===== src/design/sgs_map.svh =====
// Address map, field positions, reset values and timing figures of the setting group selector.
// Assumes a 20 MHz core clock and a byte-addressed register port with 4-bit addresses.
`ifndef SGS_MAP_SVH
`define SGS_MAP_SVH

// Register byte addresses
`define SGS_ADDR_CFG      4'h0
`define SGS_ADDR_DELAY    4'h4
`define SGS_ADDR_SEL      4'h8
`define SGS_ADDR_STAT     4'hC

// Configuration register fields
`define SGS_CFG_COUNT_LSB 0
`define SGS_CFG_INV_BIT   4
`define SGS_CFG_ASG1_BIT  8
`define SGS_CFG_ASG2_BIT  9

// Status register fields
`define SGS_STAT_GRP_LSB  0
`define SGS_STAT_PEND_BIT 4
`define SGS_STAT_LVL_BIT  5
`define SGS_STAT_SHOW_BIT 6
`define SGS_STAT_REF_BIT  8

// Encodings of the group count and of the shared selection setting
`define SGS_COUNT_ONE     2'h1
`define SGS_COUNT_TWO     2'h2
`define SGS_SEL_G1        2'h1
`define SGS_SEL_G2        2'h2

// Reset values
`define SGS_RST_COUNT     2'h2
`define SGS_RST_INV       1'h0
`define SGS_RST_ASG       2'h3
`define SGS_RST_DELAY     16'h0064
`define SGS_RST_SEL       2'h1

// Timing: the entry delay is counted in milliseconds
`define SGS_CLK_NS        50
`define SGS_MS_NS         1000000
`define SGS_MS_CYCLES     (`SGS_MS_NS / `SGS_CLK_NS)
`define SGS_BOOT_CYC      2'h3

`endif


===== src/design/sgs_pkg.sv =====
// Types shared by the setting group selector modules.
// Assumes the constants of sgs_map.svh are included where needed.
package sgs_pkg;

    // Selection state: power-up wait, group 1, group 1 with group 2 entry pending, group 2
    typedef enum logic [1:0] {
        SGS_ST_BOOT = 2'b00,
        SGS_ST_G1   = 2'b01,
        SGS_ST_WAIT = 2'b10,
        SGS_ST_G2   = 2'b11
    } sgs_state_t;

endpackage : sgs_pkg


===== src/design/sgs_delay.sv =====
// Group 2 entry delay timer, counting whole milliseconds while run is high.
// Assumes run drops to restart; a zero delay expires on the first cycle of run.
`timescale 1ns/10ps
`include "sgs_map.svh"
module sgs_delay #(
    parameter int TICK_CYCLES = `SGS_MS_CYCLES
) (
    // Clock and reset
    input  wire logic        clk,
    input  wire logic        resetn,
    // Control
    input  wire logic        run,
    input  wire logic [15:0] delay_ms,
    output logic             done
);
    logic [31:0] tick_ff;
    logic [15:0] ms_ff;

    // Counters clear whenever run is low, so a cancelled wait starts over
    always_ff @(posedge clk) begin
        if (!resetn || !run) begin
            tick_ff <= 32'h0000_0000;
            ms_ff   <= 16'h0000;
        end else if (ms_ff != delay_ms) begin
            if (tick_ff == 32'(TICK_CYCLES - 1)) begin
                tick_ff <= 32'h0000_0000;
                ms_ff   <= ms_ff + 16'h0001;
            end else begin
                tick_ff <= tick_ff + 32'h0000_0001;
            end
        end
    end

    // Saturating compare: a delay shortened mid-wait to the elapsed count or below ends at once
    assign done = run && (ms_ff >= delay_ms);
endmodule : sgs_delay


===== src/design/sgs_sync.sv =====
// Two-stage synchroniser for the group select binary input.
// Assumes the input is asynchronous to CLK; only the second stage is read.
`timescale 1ns/10ps
module sgs_sync (
    // Clock and reset
    input  wire logic clk,
    input  wire logic resetn,
    // Pin and synchronised level
    input  wire logic pin_in,
    output logic      level_out
);
    logic meta_ff;

    // First stage feeds only the second stage
    always_ff @(posedge clk) begin
        if (!resetn) begin
            meta_ff   <= 1'b0;
            level_out <= 1'b0;
        end else begin
            meta_ff   <= pin_in;
            level_out <= meta_ff;
        end
    end
endmodule : sgs_sync


===== src/design/sgs_top.sv =====
// Setting group selector: picks which of two protection parameter sets is active.
// Assumes a 20 MHz CLK, a synchronous active-low reset at power-up, an asynchronous
// group select pin and remote command pulses from logic on CLK.
//
// Operation
// - Exactly one of the two parameter sets is active at every moment.
// - The group count setting holds 1 for one set or 2 for two sets.
// - With a group count of one, group 1 is used whatever the input, panel or remote ask.
// - With one group the second set and the selection cell are hidden from the menu.
// - Switching is allowed at any time and each switch resets timers, flags, latches and outputs.
// - Under input control a low level selects group 1 and a high level holds group 2.
// - Input-driven entry into group 2 waits for the entry delay; return to group 1 is at once.
// - At power-up the group matches the current state of the assigned input.
// - A group 2 request from the input at power-up takes effect without the entry delay.
// - With inversion set, an energised input selects group 1 and a dead input group 2 after the delay.
// - While the input is assigned, its level decides and panel or remote changes are refused; assigned to one set only, its level is ignored.
// - Panel and remote share one selection setting, remote commands overwrite it and the group follows.
// - A remote change refused for priority is dropped, not kept for later.
// - The active group is readable and is offered as a signal for contacts and LEDs.
//
// Strobed register access and the placing of the registers were chosen for this implementation.
`timescale 1ns/10ps
`include "sgs_map.svh"
module sgs_top #(
    parameter int TICK_CYCLES = `SGS_MS_CYCLES
) (
    // Clock and reset
    input  wire logic        CLK,
    input  wire logic        RESETN,
    // Register port
    input  wire logic [3:0]  ADDR,
    input  wire logic [31:0] WDATA,
    input  wire logic        WR,
    input  wire logic        RD,
    output logic      [31:0] RDATA,
    // Group select binary input pin
    input  wire logic        GROUP_SEL_IN,
    // Remote group commands, one-cycle pulses
    input  wire logic        REMOTE_G1_CMD,
    input  wire logic        REMOTE_G2_CMD,
    // Active group and side effects
    output logic      [1:0]  ACTIVE_GROUP,
    output logic             ACTIVE_G2,
    output logic             PROT_RESET,
    output logic             MENU_SHOW_G2
);
    // Configuration and setting registers
    logic [1:0]  count_ff;
    logic        inv_ff;
    logic [1:0]  asg_ff;
    logic [15:0] delay_ff;
    logic [1:0]  sel_ff;
    logic        refused_ff;
    // Selection state
    sgs_pkg::sgs_state_t state_ff;
    sgs_pkg::sgs_state_t nxt_state;
    logic [1:0]  boot_cnt_ff;
    logic [1:0]  grp_ff;
    logic        act_g2_ff;
    logic        prot_reset_ff;
    logic        show_ff;
    logic [31:0] rdata_ff;
    // Decoded conditions
    logic        in_level;
    logic        two_grp;
    logic        in_ctrl;
    logic        in_valid;
    logic        in_req;
    logic        dly_run;
    logic        dly_done;
    logic        boot_done;
    logic        sel_allowed;
    logic        wr_cfg;
    logic        wr_delay;
    logic        wr_sel;
    logic        wr_stat;
    logic        panel_legal;
    logic        panel_g1;
    logic        panel_g2;
    logic        change_req;

    // Pin passes two flip-flops before anything looks at it
    sgs_sync u_sync (
        .clk       (CLK),
        .resetn    (RESETN),
        .pin_in    (GROUP_SEL_IN),
        .level_out (in_level)
    );

    // Entry delay runs only while a group 2 entry is pending
    sgs_delay #(
        .TICK_CYCLES (TICK_CYCLES)
    ) u_delay (
        .clk      (CLK),
        .resetn   (RESETN),
        .run      (dly_run),
        .delay_ms (delay_ff),
        .done     (dly_done)
    );

    // Write decode
    assign wr_cfg   = WR && (ADDR == `SGS_ADDR_CFG);
    assign wr_delay = WR && (ADDR == `SGS_ADDR_DELAY);
    assign wr_sel   = WR && (ADDR == `SGS_ADDR_SEL);
    assign wr_stat  = WR && (ADDR == `SGS_ADDR_STAT);

    // Input control state; the inversion option flips the requested sense
    assign two_grp   = (count_ff == `SGS_COUNT_TWO);
    assign in_ctrl   = |asg_ff;
    assign in_valid  = &asg_ff;
    assign in_req    = in_level ^ inv_ff;
    assign dly_run   = (state_ff == sgs_pkg::SGS_ST_WAIT);
    assign boot_done = (boot_cnt_ff == `SGS_BOOT_CYC);

    // Panel and remote may only steer the shared setting without input control
    assign sel_allowed = two_grp && !in_ctrl;
    assign panel_g1    = wr_sel && (WDATA[1:0] == `SGS_SEL_G1);
    assign panel_g2    = wr_sel && (WDATA[1:0] == `SGS_SEL_G2);
    assign panel_legal = panel_g1 || panel_g2;
    assign change_req  = panel_legal || REMOTE_G1_CMD || REMOTE_G2_CMD;

    // Group count accepts only 1 or 2; other codes leave it unchanged
    always_ff @(posedge CLK) begin
        if (!RESETN) begin
            count_ff <= `SGS_RST_COUNT;
            inv_ff   <= `SGS_RST_INV;
            asg_ff   <= `SGS_RST_ASG;
        end else if (wr_cfg) begin
            if (WDATA[`SGS_CFG_COUNT_LSB +: 2] == `SGS_COUNT_ONE ||
                WDATA[`SGS_CFG_COUNT_LSB +: 2] == `SGS_COUNT_TWO) begin
                count_ff <= WDATA[`SGS_CFG_COUNT_LSB +: 2];
            end
            inv_ff <= WDATA[`SGS_CFG_INV_BIT];
            asg_ff <= {WDATA[`SGS_CFG_ASG2_BIT], WDATA[`SGS_CFG_ASG1_BIT]};
        end
    end

    // Entry delay setting in milliseconds
    always_ff @(posedge CLK) begin
        if (!RESETN) begin
            delay_ff <= `SGS_RST_DELAY;
        end else if (wr_delay) begin
            delay_ff <= WDATA[15:0];
        end
    end

    // Shared selection setting; a remote command in the same cycle as a panel
    // write wins, and a refused request is simply not stored
    always_ff @(posedge CLK) begin
        if (!RESETN) begin
            sel_ff <= `SGS_RST_SEL;
        end else if (sel_allowed) begin
            if (REMOTE_G2_CMD) begin
                sel_ff <= `SGS_SEL_G2;
            end else if (REMOTE_G1_CMD) begin
                sel_ff <= `SGS_SEL_G1;
            end else if (panel_legal) begin
                sel_ff <= WDATA[1:0];
            end
        end
    end

    // Sticky refusal flag; a new refusal wins over a clear in the same cycle
    always_ff @(posedge CLK) begin
        if (!RESETN) begin
            refused_ff <= 1'b0;
        end else if (change_req && !sel_allowed) begin
            refused_ff <= 1'b1;
        end else if (wr_stat && WDATA[`SGS_STAT_REF_BIT]) begin
            refused_ff <= 1'b0;
        end
    end

    // Power-up wait covers the synchroniser latency before the pin is trusted
    always_ff @(posedge CLK) begin
        if (!RESETN) begin
            boot_cnt_ff <= 2'h0;
        end else if (!boot_done) begin
            boot_cnt_ff <= boot_cnt_ff + 2'h1;
        end
    end

    // Next group selection
    always_comb begin
        nxt_state = state_ff;
        unique case (state_ff)
            sgs_pkg::SGS_ST_BOOT: begin
                if (boot_done) begin
                    if (!two_grp) begin
                        nxt_state = sgs_pkg::SGS_ST_G1;
                    end else if (in_ctrl) begin
                        if (in_valid && in_req) begin
                            nxt_state = sgs_pkg::SGS_ST_G2;
                        end else begin
                            nxt_state = sgs_pkg::SGS_ST_G1;
                        end
                    end else if (sel_ff == `SGS_SEL_G2) begin
                        nxt_state = sgs_pkg::SGS_ST_G2;
                    end else begin
                        nxt_state = sgs_pkg::SGS_ST_G1;
                    end
                end
            end
            sgs_pkg::SGS_ST_G1: begin
                if (!two_grp) begin
                    nxt_state = sgs_pkg::SGS_ST_G1;
                end else if (in_ctrl) begin
                    if (in_valid && in_req) begin
                        nxt_state = sgs_pkg::SGS_ST_WAIT;
                    end
                end else if (sel_ff == `SGS_SEL_G2) begin
                    nxt_state = sgs_pkg::SGS_ST_G2;
                end
            end
            sgs_pkg::SGS_ST_WAIT: begin
                if (!two_grp || !in_ctrl || !in_valid || !in_req) begin
                    nxt_state = sgs_pkg::SGS_ST_G1;
                end else if (dly_done) begin
                    nxt_state = sgs_pkg::SGS_ST_G2;
                end
            end
            sgs_pkg::SGS_ST_G2: begin
                if (!two_grp) begin
                    nxt_state = sgs_pkg::SGS_ST_G1;
                end else if (in_ctrl) begin
                    if (in_valid && !in_req) begin
                        nxt_state = sgs_pkg::SGS_ST_G1;
                    end
                end else if (sel_ff == `SGS_SEL_G1) begin
                    nxt_state = sgs_pkg::SGS_ST_G1;
                end
            end
        endcase
    end

    // State register
    always_ff @(posedge CLK) begin
        if (!RESETN) begin
            state_ff <= sgs_pkg::SGS_ST_BOOT;
        end else begin
            state_ff <= nxt_state;
        end
    end

    // Active group outputs; group 1 stands through power-up so one set is always live
    always_ff @(posedge CLK) begin
        if (!RESETN) begin
            act_g2_ff <= 1'b0;
            grp_ff    <= `SGS_SEL_G1;
        end else begin
            act_g2_ff <= (nxt_state == sgs_pkg::SGS_ST_G2);
            grp_ff    <= (nxt_state == sgs_pkg::SGS_ST_G2) ? `SGS_SEL_G2 : `SGS_SEL_G1;
        end
    end

    // One-cycle reset of timers, flags and latches on every switch
    always_ff @(posedge CLK) begin
        if (!RESETN) begin
            prot_reset_ff <= 1'b0;
        end else begin
            prot_reset_ff <= ((nxt_state == sgs_pkg::SGS_ST_G2) != act_g2_ff);
        end
    end

    // Menu shows the second set and the selection cell only with two groups
    always_ff @(posedge CLK) begin
        if (!RESETN) begin
            show_ff <= 1'b0;
        end else begin
            show_ff <= two_grp;
        end
    end

    // Read data stand for exactly one cycle after the strobe
    always_ff @(posedge CLK) begin
        if (!RESETN || !RD) begin
            rdata_ff <= 32'h0000_0000;
        end else begin
            unique case (ADDR)
                `SGS_ADDR_CFG: begin
                    rdata_ff <= {22'h00_0000, asg_ff, 3'h0, inv_ff, 2'h0, count_ff};
                end
                `SGS_ADDR_DELAY: begin
                    rdata_ff <= {16'h0000, delay_ff};
                end
                `SGS_ADDR_SEL: begin
                    rdata_ff <= {30'h0000_0000, sel_ff};
                end
                `SGS_ADDR_STAT: begin
                    rdata_ff <= {23'h00_0000, refused_ff, 1'h0, show_ff, in_level, dly_run,
                                 2'h0, grp_ff};
                end
                default: begin
                    rdata_ff <= 32'h0000_0000;
                end
            endcase
        end
    end

    assign RDATA        = rdata_ff;
    assign ACTIVE_GROUP = grp_ff;
    assign ACTIVE_G2    = act_g2_ff;
    assign PROT_RESET   = prot_reset_ff;
    assign MENU_SHOW_G2 = show_ff;

    // Checks on the selection behaviour
    a_single_set: assert property (@(posedge CLK) disable iff (!RESETN)
        (grp_ff == `SGS_SEL_G1) || (grp_ff == `SGS_SEL_G2))
        else $error("active group is neither 1 nor 2");

    a_group_count: assert property (@(posedge CLK) disable iff (!RESETN)
        (count_ff == `SGS_COUNT_ONE) || (count_ff == `SGS_COUNT_TWO))
        else $error("group count holds an illegal value");

    a_one_group_g1: assert property (@(posedge CLK) disable iff (!RESETN)
        !two_grp |=> !act_g2_ff)
        else $error("group 2 active with one group configured");

    a_menu_hide: assert property (@(posedge CLK) disable iff (!RESETN)
        $past(RESETN) |-> (show_ff == $past(two_grp)))
        else $error("menu visibility does not follow group count");

    a_switch_reset: assert property (@(posedge CLK) disable iff (!RESETN)
        $changed(act_g2_ff) |-> prot_reset_ff)
        else $error("group switch without protection reset");

    a_entry_wait: assert property (@(posedge CLK) disable iff (!RESETN)
        (state_ff == sgs_pkg::SGS_ST_G1 && two_grp && in_valid && in_req) |=> !act_g2_ff)
        else $error("group 2 entered without entry delay");

    a_return_instant: assert property (@(posedge CLK) disable iff (!RESETN)
        (state_ff == sgs_pkg::SGS_ST_G2 && two_grp && in_valid && !in_req) |=> !act_g2_ff)
        else $error("return to group 1 not immediate");

    a_boot_immediate: assert property (@(posedge CLK) disable iff (!RESETN)
        (state_ff == sgs_pkg::SGS_ST_BOOT && boot_done && two_grp && in_valid && in_req)
        |=> act_g2_ff)
        else $error("power-up group 2 delayed");

    a_panel_refused: assert property (@(posedge CLK) disable iff (!RESETN)
        (change_req && in_ctrl) |=> $stable(sel_ff) && refused_ff)
        else $error("change accepted under input control");

    a_remote_follow: assert property (@(posedge CLK) disable iff (!RESETN)
        (REMOTE_G2_CMD && sel_allowed && state_ff != sgs_pkg::SGS_ST_BOOT)
        |=> (sel_ff == `SGS_SEL_G2) ##1 act_g2_ff)
        else $error("remote group 2 command not followed");

    a_cancel_wait: assert property (@(posedge CLK) disable iff (!RESETN)
        (state_ff == sgs_pkg::SGS_ST_WAIT && !in_req) |=> (state_ff == sgs_pkg::SGS_ST_G1) && !act_g2_ff)
        else $error("pending switch not cancelled");

    a_status_match: assert property (@(posedge CLK) disable iff (!RESETN)
        act_g2_ff == (grp_ff == `SGS_SEL_G2))
        else $error("active group signal and status disagree");
endmodule : sgs_top


===== config.mk =====
export PLATFORM = sky130hd
export DESIGN_NAME = sgs_top
export DESIGN_NICKNAME = d
export VERILOG_FILES = /design/src/design/sgs_pkg.sv /design/src/design/sgs_delay.sv /design/src/design/sgs_sync.sv /design/src/design/sgs_top.sv
export VERILOG_INCLUDE_DIRS = /design/src /design/src/design
export SDC_FILE = /design/constraint.sdc
export NUM_CORES = 1
export LEC_CHECK = 0
export BUFFER_PORTS_ARGS = -buffer_cell sky130_fd_sc_hd__buf_2
export CAP_MARGIN = 30
export CORE_ASPECT_RATIO = 1.4
export CORE_UTILIZATION = 49
export DETAILED_ROUTE_END_ITERATION = 16
export GPL_ROUTABILITY_DRIVEN = 0
export PLACE_DENSITY = 0.71
export SLEW_MARGIN = 20
export SYNTH_ARGS = -nofsm -noshare
export SYNTH_HDL_FRONTEND = slang
export SYNTH_SLANG_ARGS = --single-unit

===== constraint.sdc =====
create_clock -name CLK -period 3 [get_ports CLK]
set_input_delay 0 -clock CLK [delete_from_list [all_inputs] [get_ports CLK]]
set_output_delay 0 -clock CLK [all_outputs]
set_load 0.05 [all_outputs]

==> metrics.txt <==
final core occ 0.5789; Hold Fails Final Rpt 0; ys flop type dfxtp_1; Mapped Area 0.004741 mm^2; kind of critical path reg -> reg; cells on worst reg2reg path 9; port buffer count 47; DR vias 3994; via-per-instance ratio 5.419; post-route ant nets 0; NetSw 0.6011 mW; crit path launch delay_ff[9]; fin crit period 2.571 ns; M1 GR Usage 0.2404; Die ar. 0.01008 mm^2; DRT iter0 DRCs 196; crit end category flip-flop; WP data required 3.22 ns; Yosys top cell area share 0.4138; setup_tns 0 ns; combinational fraction of design power 0.069; fin cells 737; Core ar. 0.009407 mm^2; internal power 1.958 mW; Post-Synthesis Cells 562; largest net degree at the start of global routing 32; DR WL/cell 13.58 um; cts repair resizes 0; worst skew pair latency 0.34 ns; reg2reg start delay_ff[9]; final slew viol count 0; Static Leak 2.064 nW; DR pass1 iterations 4; final setup vio count 0; initial antenna violation count 0; post-CTS setup repair buffer count 0; DR DRC count 0; total track usage 0.2088; share of power burned in registers 0.520; RSZ-0062 raised after global routing false; Yosys reg bits 98; GRT busiest layer met2; placed insts 702; Syn Area/Cell 8.436 um^2; startpoint types flip-flop; first-pass GRT wire length 17010 um; peak supply drop 0.3114 mV; CTS tree done; num rows 42; clk root buf clkbuf_16; hpwl dp 7233 um; r2r endpoint u_delay.tick_ff[29]; proportion of layout cells with a drive suffix above 1 0.1292; Initial Utilization 0.5040; Synth area leaders dfxtp_1 41%, nor2_1 5.7%, ha_1 5.5%; Setup crit end u_delay.tick_ff[29]; maxcap violations 0; worst-path fanout max 8; Die Span Y 118.4 um; asr flop ratio synth 0; WP data arrival 2.79 ns; Slew HR 0.4602; Max Clk Rate 389.0 MHz; CTS Sinks 98; Seq/Total Area, Yosys 0.4138; Fin Clk Skew 0.009378 ns; total grt overflow 0; top cell type by total area after synthesis dfxtp_1; Synth top cells by count 98 x dfxtp_1, 72 x nor2_1, 69 x nand2_1; TritonCTS buffer count 9; number of enable flip-flop cells after synthesis 0; top-count cell post-synth dfxtp_1; Post-Route WL 10010 um; clk buf depth 2; number of synthesis warnings 0; Unique masters post-synth 50; DIE WIDTH 85.13 um; Slew @ Worst Pin 0.8031 ns; Reg2Reg Setup Slack 0.43 ns; worst min path class in -> reg; pwr/cell area 470.0 mW/mm^2; H-tree depth 3; clock share of power 0.411; # fillers 835; layout net count 686; I/O pin total 80; number of global-route vias before repair 3811; met3 Use GR 0.03771; outcome finished clean; clk slew on worst S/H paths 0.07 ns; Synth-to-Final Area Change 14.86%; met2 Use GR 0.3750; switching part of the total 0.2349; Final Cycle Share 0.8568; ant diodes 0
-- metrics by stage --
step                total power [mW]  instance area [um^2]  hold WS (ns)  setup slack [ns]
floorplan                      1.490                  4797        0.1240            0.8374
global placement               1.511                  4989        0.2043            0.4631
detailed placement             1.517                  4989        0.2229            0.4422
CTS                            2.584                  5440      0.003068            0.4280
global route                   2.654                  5445       0.02441            0.2686
finish                         2.559                  5445     0.0003191            0.4295
-- power by group through the flow --
stage          Combinational, mW  Sequential [mW]  Clock [mW]
2_1_floorplan              0.128             1.36           0
3_3_place_gp               0.152             1.36           0
3_5_place_dp               0.157             1.36           0
4_1_cts                    0.176             1.33        1.08
5_1_grt                    0.193             1.33        1.13
6_report                   0.176             1.33        1.05
-- registers in the layout, summed over array words and instances, names as in the netlist --
| name | count |
|---|---|
| ACTIVE_GROUP | 2 |
| u_sync.level_out | 1 |
| refused_ff | 1 |
| inv_ff | 1 |
| state_ff | 2 |
| MENU_SHOW_G2 | 1 |
| sel_ff | 2 |
| count_ff | 2 |
| RDATA | 16 |
| PROT_RESET | 1 |
| asg_ff | 2 |
| u_delay.tick_ff | 32 |
| delay_ff | 16 |
| u_delay.ms_ff | 16 |
| boot_cnt_ff | 2 |
| u_sync.meta_ff | 1 |
-- layout by cell type (no fill, tap or decap), types with 21 or more instances in the layout --
cell type  synthesis  layout
ha_1              21      21
nand2_1           69      69
dfxtp_1           98      98
a21oi_1           31      31
buf_2              1      47
nor2_1            72      72
xnor2_1           25      25
nand3_1           29      29
inv_1             26      26
-- worst max-delay path, stage by stage (launching register included) --
cell	delay, ns
dfxtp_1	0.38
inv_1	0.06
ha_1	0.30
nand4_1	0.18
nor4_2	0.08
buf_4	0.17
or4_1	0.74
nor4_4	0.34
xnor2_1	0.17
nor2_2	0.04
-- how the worst min path moves through the flow --
stage	from	end	slack [ns]	cells past startpoint
floorplan	WDATA[1]	count_ff[1]	0.12	2
global placement	GROUP_SEL_IN	u_sync.meta_ff	0.20	2
detailed placement	GROUP_SEL_IN	u_sync.meta_ff	0.22	2
CTS	REMOTE_G1_CMD	sel_ff[0]	0.003	3
global route	WR	inv_ff	0.02	3
finish	REMOTE_G1_CMD	sel_ff[0]	0.0003	3
-- repair_timing --
| item | CTS | global route |
|---|---|---|
| endpoints found under the hold margin | 24 | 0 |
| hold buffers | 18 | 0 |
| endpoints found under the setup margin | 0 | 0 |
-- area by class of cell --
type	count	area, um^2	area share
Multi-Input combinational cell	417	2526	0.4639
Clock buffer	11	242.7	0.04458
Tap cell	110	137.6	0.02528
Timing Repair Buffer	70	450.4	0.08272
Inverter	26	97.59	0.01792
Sequential cell	98	1962	0.3603
Clock inverter	5	28.78	0.005285
-- logic make-up (layout without fill, tap and decap cells) --
logic type	Yosys count	in the layout	synth area share
xor gates and xnor gates	45	45	0.08314
buffers and inverters	62	112	0.06519
muxes	3	3	0.006334
other	1	16	0.0007910
adders and majority gates	21	21	0.05542
and+or+nand+nor	266	266	0.2903
AOI/OAI and AO/OA	66	66	0.08499
DFF	98	98	0.4138
-- routing by layer --
layer	routed length [um]	share of wire
met1	4274	0.43
met2	5108	0.51
met3	380	0.038
met4	242	0.024
met5	0	0
Power figures use the tool's default switching activity.
